==> config.mk <==
export PLATFORM = sky130hd
export DESIGN_NAME = pmic_interrupt_source_map
export DESIGN_NICKNAME = d
export VERILOG_FILES = /design/src/shared/irq_map_pkg.sv /design/src/design/pmic_interrupt_source_map.sv
export SDC_FILE = /design/constraint.sdc
export NUM_CORES = 1
export LEC_CHECK = 0
export ABC_CLOCK_PERIOD_IN_PS = 6200
export BUFFER_PORTS_ARGS = -buffer_cell sky130_fd_sc_hd__buf_2
export CAP_MARGIN = 20
export CORE_ASPECT_RATIO = 0.6
export CORE_UTILIZATION = 30
export DETAILED_ROUTE_END_ITERATION = 8
export PLACE_DENSITY = 0.51
export SYNTH_ARGS = -nofsm -noshare
export SYNTH_HDL_FRONTEND = slang
export SYNTH_SLANG_ARGS = --single-unit
==> constraint.sdc <==
create_clock -name ref_clk -period 6.2 [get_ports ref_clk]
set_input_delay 0.62 -clock ref_clk [delete_from_list [all_inputs] [get_ports ref_clk]]
set_output_delay 0.62 -clock ref_clk [all_outputs]
set_load 0.05 [all_outputs]
==> src/shared/irq_map_pkg.sv <==
// Constants, register map and carriers of the interrupt source map
// Contract
// - Supply monitor sets group one bit 6 on both crossings, never wakes.
// - Die warning sets group one bit 5 on both edges, only when on.
// - Power-off pin edge of either polarity sets group one bit 4, never wakes.
// - Button held low past programmed delay sets group one bit 2, never wakes.
// - Button fall while on sets group one bit 1, always wakes.
// - Rising short indication sets group two bit 6, wakes only unmasked.
// - First-supply rise sets group two bit 5 when selected, wakes unmasked.
// - Reset pin rise sets group two bit 4, never wakes.
// - Watchdog expiry rise sets group two bit 2, never wakes.
// - Memory integrity error rise sets group two bit 1, never wakes.
// - Bus supply comparator both edges set group three bit 7, wakes unmasked.
// - Software measurement done sets group three bit 2, wakes unmasked.
// - Auto channel alarms set group three bits 1 and 0, wake unmasked.
// - General pins 0-6 set group four bits on configured edges.
// - Factory strap picks two I2C ports or one SPI port.
// - The fitted control port reaches every register.
// - First I2C port configures, second only changes converter voltages.
// - Voltage-scaling port reaches only the voltage scaling registers.
// - Set unmasked status bits OR onto one pin, low-active by default.
// - Masking stops new sets; an already set bit stays until cleared.
// - Clear on read clears a group, or write one clears written bits.
// - Pending option holds one repeat event needing a second clear.
package irq_map_pkg;

   // Register offsets
   localparam logic [7:0] STATUS_BASE = 8'h00;
   localparam logic [7:0] MASK_BASE = 8'h04;
   localparam logic [7:0] LINE_BASE = 8'h08;
   localparam logic [7:0] EDGE_RISE_ADDR = 8'h0c;
   localparam logic [7:0] EDGE_FALL_ADDR = 8'h0d;
   localparam logic [7:0] CTRL_ADDR = 8'h0e;
   localparam logic [7:0] HOLD_DELAY_ADDR = 8'h0f;
   localparam logic [7:0] VSCALE_BASE = 8'h10;
   localparam int VSCALE_COUNT = 4;
   localparam logic [7:0] UNMAPPED_READ = 8'hff;

   // Control register fields and reset values
   localparam int CTRL_POLARITY = 0;
   localparam int CTRL_CLEAR_ON_WRITE = 1;
   localparam int CTRL_PENDING = 2;
   localparam int CTRL_FIRST_SUPPLY_SELECT = 3;
   localparam logic [7:0] CTRL_RESET = 8'h08;
   localparam logic [7:0] MASK_RESET = 8'h00;
   localparam logic [7:0] EDGE_RISE_RESET = 8'h7f;
   localparam logic [7:0] EDGE_FALL_RESET = 8'h00;
   localparam logic [7:0] HOLD_DELAY_RESET = 8'h06;
   localparam logic [7:0] VSCALE_RESET = 8'h00;

   // Bit positions inside the 32-bit status vector (group n at 8*(n-1))
   localparam int B_SUPPLY_MON = 6;
   localparam int B_DIE_WARN = 5;
   localparam int B_POWER_OFF = 4;
   localparam int B_LONG_PRESS = 2;
   localparam int B_BUTTON = 1;
   localparam int B_SHORT = 14;
   localparam int B_FIRST_SUPPLY = 13;
   localparam int B_RESET_PIN = 12;
   localparam int B_WATCHDOG = 10;
   localparam int B_OTP_ERROR = 9;
   localparam int B_BUS_SUPPLY = 23;
   localparam int B_MEASURE_DONE = 18;
   localparam int B_AUTO_CH1 = 17;
   localparam int B_AUTO_CH0 = 16;
   localparam int B_GPIO = 24;
   localparam int GPIO_COUNT = 7;

   // Listed bits per group, and bits able to wake while unmasked
   localparam logic [31:0] LISTED_BITS = 32'h7f87_7676;
   localparam logic [31:0] WAKE_CAPABLE = 32'h7f87_6000;

   // Long-press time base
   localparam int CLK_PERIOD_NS = 10;
   localparam int TICK_TIME_NS = 1000000;
   localparam int TICK_CYCLES = TICK_TIME_NS / CLK_PERIOD_NS;

   // Pin index in the synchroniser vector
   localparam int P_POWER_OFF = 0;
   localparam int P_BUTTON = 1;
   localparam int P_RESET = 2;
   localparam int P_BUS = 3;
   localparam int P_GPIO = 4;
   localparam int PIN_COUNT = 11;

   typedef struct packed {
      logic valid;
      logic write;
      logic vs_port;
      logic [7:0] addr;
      logic [7:0] wdata;
   } reg_req_type;

   typedef struct packed {
      logic valid;
      logic [7:0] rdata;
   } reg_rsp_type;

   typedef struct packed {
      logic supply_voltage_monitor;
      logic die_overtemp_warning;
      logic short_any;
      logic first_supply_detect;
      logic watchdog_expiry;
      logic otp_error;
      logic measure_done_sw;
      logic auto_measure_ch1_alarm;
      logic auto_measure_ch0_alarm;
   } internal_event_type;

   typedef struct packed {
      logic power_off_request_pin;
      logic power_button_pin;
      logic reset_in_pin;
      logic bus_supply_present;
      logic [6:0] gpio_pin;
   } pin_event_type;

endpackage

==> src/design/pmic_interrupt_source_map.sv <==
// Interrupt source aggregation, status groups and register access
`timescale 1ns/1ps
module pmic_interrupt_source_map #(
   parameter int TICK_CYCLES = irq_map_pkg::TICK_CYCLES,
   parameter int VSCALE_COUNT = irq_map_pkg::VSCALE_COUNT
) (
   input wire logic ref_clk,
   input wire logic rst,
   input wire logic spi_selected,
   input wire logic device_on,
   input wire irq_map_pkg::internal_event_type int_events,
   input wire irq_map_pkg::pin_event_type pin_events,
   input wire irq_map_pkg::reg_req_type reg_req,
   output irq_map_pkg::reg_rsp_type reg_rsp,
   output logic irq_pin_q,
   output logic wake_request_q,
   output logic [VSCALE_COUNT*8-1:0] vscale_q
);

   ////////////////////////////////////////////////////////////////////////
   // Declarations
   logic [irq_map_pkg::PIN_COUNT-1:0] pin_raw;
   logic [irq_map_pkg::PIN_COUNT-1:0] sync1_q;
   logic [irq_map_pkg::PIN_COUNT-1:0] sync2_q;
   logic [irq_map_pkg::PIN_COUNT-1:0] pin_prev_q;
   logic [irq_map_pkg::PIN_COUNT-1:0] pin_rise;
   logic [irq_map_pkg::PIN_COUNT-1:0] pin_fall;
   logic [8:0] int_now;
   logic [8:0] int_prev_q;
   logic [8:0] int_rise;
   logic [8:0] int_fall;
   logic [31:0] event_d;
   logic [31:0] status_q;
   logic [31:0] pending_q;
   logic [31:0] mask_q;
   logic [31:0] clear_bits;
   logic [31:0] line_state;
   logic [7:0] edge_rise_q;
   logic [7:0] edge_fall_q;
   logic [7:0] ctrl_q;
   logic [7:0] hold_delay_q;
   logic [31:0] tick_cnt_q;
   logic tick;
   logic [7:0] hold_cnt_q;
   logic long_press_fired_q;
   logic long_press_evt;
   logic [2:0] last_clear_q;
   logic req_ok;
   logic in_status;
   logic in_mask;
   logic in_line;
   logic in_vscale;
   logic [1:0] grp;
   logic [7:0] vs_off;
   logic [7:0] rdata_d;
   logic button_wake;

   ////////////////////////////////////////////////////////////////////////
   // Pin synchronisers and edge detection
   assign pin_raw = {pin_events.gpio_pin, pin_events.bus_supply_present,
                     pin_events.reset_in_pin, pin_events.power_button_pin,
                     pin_events.power_off_request_pin};

   // Two flops before any edge logic; the first is read by the second only
   always_ff @(posedge ref_clk) begin
      if (rst) begin
         sync1_q <= '0;
         sync2_q <= '0;
         pin_prev_q <= '0;
      end else begin
         sync1_q <= pin_raw;
         sync2_q <= sync1_q;
         pin_prev_q <= sync2_q;
      end
   end

   assign pin_rise = sync2_q & ~pin_prev_q;
   assign pin_fall = ~sync2_q & pin_prev_q;

   // Internal events are already in this clock domain
   assign int_now = {int_events.supply_voltage_monitor,
                     int_events.die_overtemp_warning, int_events.short_any,
                     int_events.first_supply_detect,
                     int_events.watchdog_expiry, int_events.otp_error,
                     int_events.measure_done_sw,
                     int_events.auto_measure_ch1_alarm,
                     int_events.auto_measure_ch0_alarm};

   always_ff @(posedge ref_clk) begin
      if (rst) begin
         int_prev_q <= '0;
      end else begin
         int_prev_q <= int_now;
      end
   end

   assign int_rise = int_now & ~int_prev_q;
   assign int_fall = ~int_now & int_prev_q;

   ////////////////////////////////////////////////////////////////////////
   // Long-press timing: 1 ms tick from a divider
   always_ff @(posedge ref_clk) begin
      if (rst || tick) begin
         tick_cnt_q <= '0;
      end else begin
         tick_cnt_q <= tick_cnt_q + 32'h0000_0001;
      end
   end

   assign tick = (tick_cnt_q == 32'(TICK_CYCLES - 1));

   // Counts whole ticks while held low; fires once per press
   always_ff @(posedge ref_clk) begin
      if (rst || sync2_q[irq_map_pkg::P_BUTTON]) begin
         hold_cnt_q <= '0;
         long_press_fired_q <= 1'b0;
      end else if (tick && !long_press_fired_q) begin
         if (hold_cnt_q >= hold_delay_q) begin
            long_press_fired_q <= 1'b1;
         end else begin
            hold_cnt_q <= hold_cnt_q + 8'h01;
         end
      end
   end

   assign long_press_evt = tick && !long_press_fired_q &&
                           !sync2_q[irq_map_pkg::P_BUTTON] &&
                           (hold_cnt_q >= hold_delay_q);

   ////////////////////////////////////////////////////////////////////////
   // Event vector, one bit per status position
   always_comb begin
      event_d = '0;
      event_d[irq_map_pkg::B_SUPPLY_MON] = int_rise[8] | int_fall[8];
      event_d[irq_map_pkg::B_DIE_WARN] = (int_rise[7] | int_fall[7]) &
                                         device_on;
      event_d[irq_map_pkg::B_POWER_OFF] =
         pin_rise[irq_map_pkg::P_POWER_OFF] |
         pin_fall[irq_map_pkg::P_POWER_OFF];
      event_d[irq_map_pkg::B_LONG_PRESS] = long_press_evt;
      event_d[irq_map_pkg::B_BUTTON] = pin_fall[irq_map_pkg::P_BUTTON] &
                                       device_on;
      event_d[irq_map_pkg::B_SHORT] = int_rise[6];
      event_d[irq_map_pkg::B_FIRST_SUPPLY] = int_rise[5] &
         ctrl_q[irq_map_pkg::CTRL_FIRST_SUPPLY_SELECT];
      event_d[irq_map_pkg::B_RESET_PIN] = pin_rise[irq_map_pkg::P_RESET];
      event_d[irq_map_pkg::B_WATCHDOG] = int_rise[4];
      event_d[irq_map_pkg::B_OTP_ERROR] = int_rise[3];
      event_d[irq_map_pkg::B_BUS_SUPPLY] = pin_rise[irq_map_pkg::P_BUS] |
                                           pin_fall[irq_map_pkg::P_BUS];
      // No edge choice: result-ready strobes taken as they come
      event_d[irq_map_pkg::B_MEASURE_DONE] = int_rise[2];
      event_d[irq_map_pkg::B_AUTO_CH1] = int_rise[1];
      event_d[irq_map_pkg::B_AUTO_CH0] = int_rise[0];
      for (int i = 0; i < irq_map_pkg::GPIO_COUNT; i++) begin
         event_d[irq_map_pkg::B_GPIO + i] =
            (pin_rise[irq_map_pkg::P_GPIO + i] & edge_rise_q[i]) |
            (pin_fall[irq_map_pkg::P_GPIO + i] & edge_fall_q[i]);
      end
   end

   // Real-time level of each source
   assign line_state = irq_map_pkg::LISTED_BITS & {
      1'b0, sync2_q[irq_map_pkg::P_GPIO +: irq_map_pkg::GPIO_COUNT],
      sync2_q[irq_map_pkg::P_BUS], 4'h0, int_now[2:0],
      1'b0, int_now[6:5], sync2_q[irq_map_pkg::P_RESET], 1'b0, int_now[4:3],
      1'b0, 1'b0, int_now[8:7], sync2_q[irq_map_pkg::P_POWER_OFF], 1'b0,
      long_press_fired_q, ~sync2_q[irq_map_pkg::P_BUTTON], 1'b0};

   ////////////////////////////////////////////////////////////////////////
   // Request decode and port routing
   assign grp = reg_req.addr[1:0];
   assign vs_off = reg_req.addr - irq_map_pkg::VSCALE_BASE;
   assign in_status = reg_req.addr[7:2] == irq_map_pkg::STATUS_BASE[7:2];
   assign in_mask = reg_req.addr[7:2] == irq_map_pkg::MASK_BASE[7:2];
   assign in_line = reg_req.addr[7:2] == irq_map_pkg::LINE_BASE[7:2];
   assign in_vscale = (reg_req.addr >= irq_map_pkg::VSCALE_BASE) &&
                      (vs_off < 8'(VSCALE_COUNT));

   // With SPI fitted the second pins carry SPI, so no second port exists
   assign req_ok = reg_req.valid &&
                   (!reg_req.vs_port || (!spi_selected && in_vscale));

   // Status bits cleared by this access; a repeat on the same group is void
   always_comb begin
      clear_bits = '0;
      if (req_ok && in_status && (last_clear_q != {1'b0, grp})) begin
         if (reg_req.write && ctrl_q[irq_map_pkg::CTRL_CLEAR_ON_WRITE]) begin
            clear_bits[grp*8 +: 8] = reg_req.wdata;
         end else if (!reg_req.write &&
                      !ctrl_q[irq_map_pkg::CTRL_CLEAR_ON_WRITE]) begin
            clear_bits[grp*8 +: 8] = 8'hff;
         end
      end
   end

   // Remember the last group that took a clear access
   always_ff @(posedge ref_clk) begin
      if (rst) begin
         last_clear_q <= 3'h4;
      end else if (req_ok && in_status && (clear_bits[grp*8 +: 8] != 8'h00
                   || last_clear_q == {1'b0, grp})) begin
         last_clear_q <= {1'b0, grp};
      end else if (req_ok && !in_status) begin
         last_clear_q <= 3'h4;
      end
   end

   ////////////////////////////////////////////////////////////////////////
   // Status and pending flags, one per source position
   for (genvar b = 0; b < 32; b++) begin : g_status
      if (irq_map_pkg::LISTED_BITS[b]) begin : g_listed
         always_ff @(posedge ref_clk) begin
            if (rst) begin
               status_q[b] <= 1'b0;
               pending_q[b] <= 1'b0;
            end else if (event_d[b] && !mask_q[b]) begin
               // Set wins over a clear in the same cycle
               if (status_q[b] && !(clear_bits[b] && !pending_q[b])) begin
                  pending_q[b] <= ctrl_q[irq_map_pkg::CTRL_PENDING] |
                                  (pending_q[b] & !clear_bits[b]);
               end else begin
                  status_q[b] <= 1'b1;
               end
            end else if (clear_bits[b]) begin
               if (pending_q[b]) begin
                  pending_q[b] <= 1'b0;
               end else begin
                  status_q[b] <= 1'b0;
               end
            end
         end
      end else begin : g_unlisted
         assign status_q[b] = 1'b0;
         assign pending_q[b] = 1'b0;
      end
   end

   ////////////////////////////////////////////////////////////////////////
   // Writable configuration
   always_ff @(posedge ref_clk) begin
      if (rst) begin
         mask_q <= {4{irq_map_pkg::MASK_RESET}};
         edge_rise_q <= irq_map_pkg::EDGE_RISE_RESET;
         edge_fall_q <= irq_map_pkg::EDGE_FALL_RESET;
         ctrl_q <= irq_map_pkg::CTRL_RESET;
         hold_delay_q <= irq_map_pkg::HOLD_DELAY_RESET;
         vscale_q <= {VSCALE_COUNT{irq_map_pkg::VSCALE_RESET}};
      end else if (req_ok && reg_req.write) begin
         if (in_mask) begin
            mask_q[grp*8 +: 8] <= reg_req.wdata &
                                  irq_map_pkg::LISTED_BITS[grp*8 +: 8];
         end
         if (reg_req.addr == irq_map_pkg::EDGE_RISE_ADDR) begin
            edge_rise_q <= {1'b0, reg_req.wdata[6:0]};
         end
         if (reg_req.addr == irq_map_pkg::EDGE_FALL_ADDR) begin
            edge_fall_q <= {1'b0, reg_req.wdata[6:0]};
         end
         if (reg_req.addr == irq_map_pkg::CTRL_ADDR) begin
            ctrl_q <= {4'h0, reg_req.wdata[3:0]};
         end
         if (reg_req.addr == irq_map_pkg::HOLD_DELAY_ADDR) begin
            hold_delay_q <= reg_req.wdata;
         end
         if (in_vscale) begin
            vscale_q[vs_off[2:0]*8 +: 8] <= reg_req.wdata;
         end
      end
   end

   ////////////////////////////////////////////////////////////////////////
   // Read path; refused and unmapped reads return all ones
   always_comb begin
      rdata_d = irq_map_pkg::UNMAPPED_READ;
      if (req_ok) begin
         if (in_status) begin
            rdata_d = status_q[grp*8 +: 8];
         end else if (in_mask) begin
            rdata_d = mask_q[grp*8 +: 8];
         end else if (in_line) begin
            rdata_d = line_state[grp*8 +: 8];
         end else if (reg_req.addr == irq_map_pkg::EDGE_RISE_ADDR) begin
            rdata_d = edge_rise_q;
         end else if (reg_req.addr == irq_map_pkg::EDGE_FALL_ADDR) begin
            rdata_d = edge_fall_q;
         end else if (reg_req.addr == irq_map_pkg::CTRL_ADDR) begin
            rdata_d = ctrl_q;
         end else if (reg_req.addr == irq_map_pkg::HOLD_DELAY_ADDR) begin
            rdata_d = hold_delay_q;
         end else if (in_vscale) begin
            rdata_d = vscale_q[vs_off[2:0]*8 +: 8];
         end
      end
   end

   // Every request is answered one cycle later, refused ones included
   always_ff @(posedge ref_clk) begin
      if (rst) begin
         reg_rsp <= '0;
      end else begin
         reg_rsp.valid <= reg_req.valid;
         reg_rsp.rdata <= reg_req.valid ? rdata_d : 8'h00;
      end
   end

   ////////////////////////////////////////////////////////////////////////
   // Combined interrupt pin and wake request
   assign button_wake = pin_fall[irq_map_pkg::P_BUTTON] & device_on;

   always_ff @(posedge ref_clk) begin
      if (rst) begin
         irq_pin_q <= 1'b1;
         wake_request_q <= 1'b0;
      end else begin
         irq_pin_q <= (|(status_q & ~mask_q)) ~^
                      ctrl_q[irq_map_pkg::CTRL_POLARITY];
         // Button wakes even when its mask is set
         wake_request_q <= (|(status_q & ~mask_q &
                              irq_map_pkg::WAKE_CAPABLE)) |
                           button_wake;
      end
   end

endmodule

==> impl_results.md <==
- Setup repair bufs after CTS: 0
- Cell Count Post-Placement: 1814
- Most frequent cells in the layout: sky130_fd_sc_hd__dfxtp_1, sky130_fd_sc_hd__nand2_1, sky130_fd_sc_hd__a21oi_1
- Sort of element at the end of the critical path: register
- Largest fanout on the critical path: 12
- Clock root buffer: sky130_fd_sc_hd__clkbuf_16
- CP max stage cell: sky130_fd_sc_hd__nor3_1
- Buffer and inverter count on the worst path: 2
- Hold Violations, Final: 0
- Wire length of the first global-routing pass: 59890 um
- Required time of the critical path: 6.60 ns
- CP startpoint kind: input pin
- CORE AREA: 0.03635 mm^2
- Type of the most critical hold path: input pin to register
- Power per unit of standard cell area: 267.5 mW/mm^2
- Net count reported at finish: 1425
- Post-synth cell types: 76
- Worst reg2reg startpoint: hold_delay_q[4]
- Sinks on the clock net: 229
- Post-layout minimum cycle time: about 3.4 ns
- Leading cell type in the layout, fill and taps excluded: sky130_fd_sc_hd__dfxtp_1
- Starting density of the core: a little under a third
- Wire length on met3: approximately 4300 um
- Ys Warns: 0
- X dimension of the die: 250.1 um
- Cell count after synthesis: ~1300
- Cell family with most CP delay: simple AND/OR/NAND/NOR gates
- Run status: complete, no violations
- Post-Route Skew: between 0.015 and 0.02 ns
- Register area share after synthesis: between 40% and 50%
- Count of flip-flops with a built-in enable after synthesis: 0
- Commonest register cell after synthesis: sky130_fd_sc_hd__dfxtp_1
- Clock latency of the later-clocked register in the worst-skew pair: between 0.5 and 0.6 ns
- Total leakage power: 4.656 nW
- Die Outline Area: between 0.03 and 0.04 mm^2
- Final weighted congestion of routability-driven global placement: 0.9290
- DRC violations left: 0
- Largest net degree at the start of global routing: 63
- Count of input and output buffers: 85
- Maximum single-stage delay on the critical path: 0.89 ns
- Layout-stage area growth over the synthesis result: 15.39%
- Setup repair after global routing missed its margin: no
- Post-cts resize count: 0
- Number of cells on the critical path: 9
- Area share of the largest cell type after synthesis: 41.38%
- Cell taking the most area after synthesis: sky130_fd_sc_hd__dfxtp_1
- Cell types occupying the most area after synthesis: sky130_fd_sc_hd__dfxtp_1, sky130_fd_sc_hd__a21oi_1, sky130_fd_sc_hd__nand2_1
- Clock edge transition at the registers on the reported setup and hold paths: roughly 0.060 ns
- GRT Resource Usage Total: around a fifth
- TritonCTS clock tree: done
- Reg2Reg Depth: 8
- Total setup violations reported at the end of the flow: 0
- Dpl hpwl: 29100 um
- Setup TNS: 0 ns
- Height of the die: 150.9 um
- Average routed wire per standard cell: ~22 um
- Cells traversed along the worst timing path: buf_2, clkinv_1, ha_1, nand2b_1, nor3_1, o21ba_2, o41ai_2, o21ai_0, o41ai_1
- Worst Hold Path Cells: 2
- R2r endpoint: hold_cnt_q[5]
- Total wire length after detailed routing: 40450 um
- Post-route antenna net violation count: 0
- Tightest Pin Transition: between 1 and 1.5 ns
- Synth Net Count: 1374
- Mean Syn Cell Area: 8.432 um^2
- Max-cap violations: 0
- Top Metal Used: met4
- Fraction of the cycle the final worst path needs: 54.91%
- Hold Crit Start: pin_events[3]
- Count of pins over their slew limit: 0
- Number of antenna violations at the first check in global routing: 3
- Worst-case hold slack: between 0.2 and 0.3 ns
- Global-route congestion overflow total: 0
- Share of flip-flops with an asynchronous set or reset: 0%
- Hold buffer count at CTS: 0
- Number of global-route vias before repair: 9040
- DR iter-0 viols: 1276
- Vias per std cell: between 5 and 6
- Data arrival time of the worst path: 3.80 ns
- Critical path class: input pin to register
- Io pins: 86
- M1 WL: 20020 um
- Util after Layout: 35.17%
- Worst hold endpoint: sync1_q[7]
- Worst-case register-to-register setup slack: between 3 and 4 ns
- Relative slew slack: 23.56%
- First-pass iteration count of the detailed router: 6
- Synth Register Bits: 229
- Share of post-route cells with drive strength above 1: ~14%
- Row Count: 54
- Syn Std Cell Area: roughly 0.011 mm^2
- Count of H-tree levels built during CTS: 1
- Highest clock frequency the design can meet: 0.2937 GHz
- Routed length on met2: 15440 um
- Total clock buffers created by CTS: 24
- Maximum root-to-sink buffer count: 3
- IR Drop Worst-Case VDD: roughly 0.00016 V
- Number of non-filler instances in the completed layout: approximately 1900
- Via count: 10010
power by group:
part / switching [W] / internal (W)
Sequential: 0.0000229 / 0.00150
Clock: 0.000630 / 0.00101
Combinational: 0.000185 / 0.0000766
Total: 0.000838 / 0.00258
area by class of cell:
cell class | count | area (um^2)
fill | 3802 | 23570
multi-input combinational | 972 | 6045
sequential | 229 | 4584
clock buffer | 32 | 670.6
tap | 476 | 595.6
timing repair buffer | 98 | 523.0
clock inverter | 10 | 214.0
inverter | 40 | 150.1
antenna | 1 | 2.502
per-layer routing:
layer	vias up	GRT usage, %
met4	0	4.693
met3	58	6.462
li1	4768	-
met1	4754	32.50
met5	-	0
met2	433	28.07
worst max path at each step:
stage / startpoint / endpoint / slack, ns
2_1_floorplan: reg_req[8] / last_clear_q[1] / 3.00
3_3_place_gp: reg_req[9] / last_clear_q[1] / 2.39
3_5_place_dp: reg_req[9] / last_clear_q[0] / 2.48
4_1_cts: reg_req[9] / last_clear_q[0] / 3.00
5_1_grt: reg_req[9] / last_clear_q[0] / 2.65
6_report: reg_req[9] / last_clear_q[0] / 2.80
cells in the mapped netlist, drive strengths merged (12+ instances only):
library cell / count
mux2i: 32
inv: 38
nand2b: 24
or3: 19
buf: 18
o211ai: 12
ha: 17
nand3: 85
nand2: 141
nor4: 16
nor3: 29
xor2: 25
and2: 12
nand3b: 17
nor2b: 44
a21oi: 138
dfxtp: 229
nor2: 120
clkbuf: 55
mux4: 21
o21ai: 70
sequential cells by signal, summed over array words and instances, names as in the netlist, 11 cells and up:
| signal | flops |
|---|---|
| status_q | 21 |
| pin_prev_q | 11 |
| vscale_q | 32 |
| pending_q | 21 |
| mask_q | 32 |
| sync1_q | 11 |
| tick_cnt_q | 32 |
| sync2_q | 11 |
stage by stage:
stage | power [W] | worst slack (ns) | area (um^2)
after detailed placement | 0.001808 | 2.476 | 11890
after global placement | 0.001807 | 2.387 | 11890
after CTS | 0.003451 | 3.002 | 12780
after global routing | 0.003544 | 2.648 | 12780
after floorplan | 0.001704 | 3.001 | 11080
final | 0.003420 | 2.796 | 12780
kinds of logic (layout without fill, tap and decap cells):
logic type	after synthesis	count (layout)	share of synthesized area, %
DFF	229	229	41.38
AOI/OAI and AO/OA	301	301	16.44
muxes	64	64	8.278
other	0	1	0
xor gates and xnor gates	34	34	2.688
buffers and inverters	113	180	4.111
and+or+nand+nor	555	555	25.09
adders and majority gates	18	18	2.010
(Power assumes the default switching activity.)
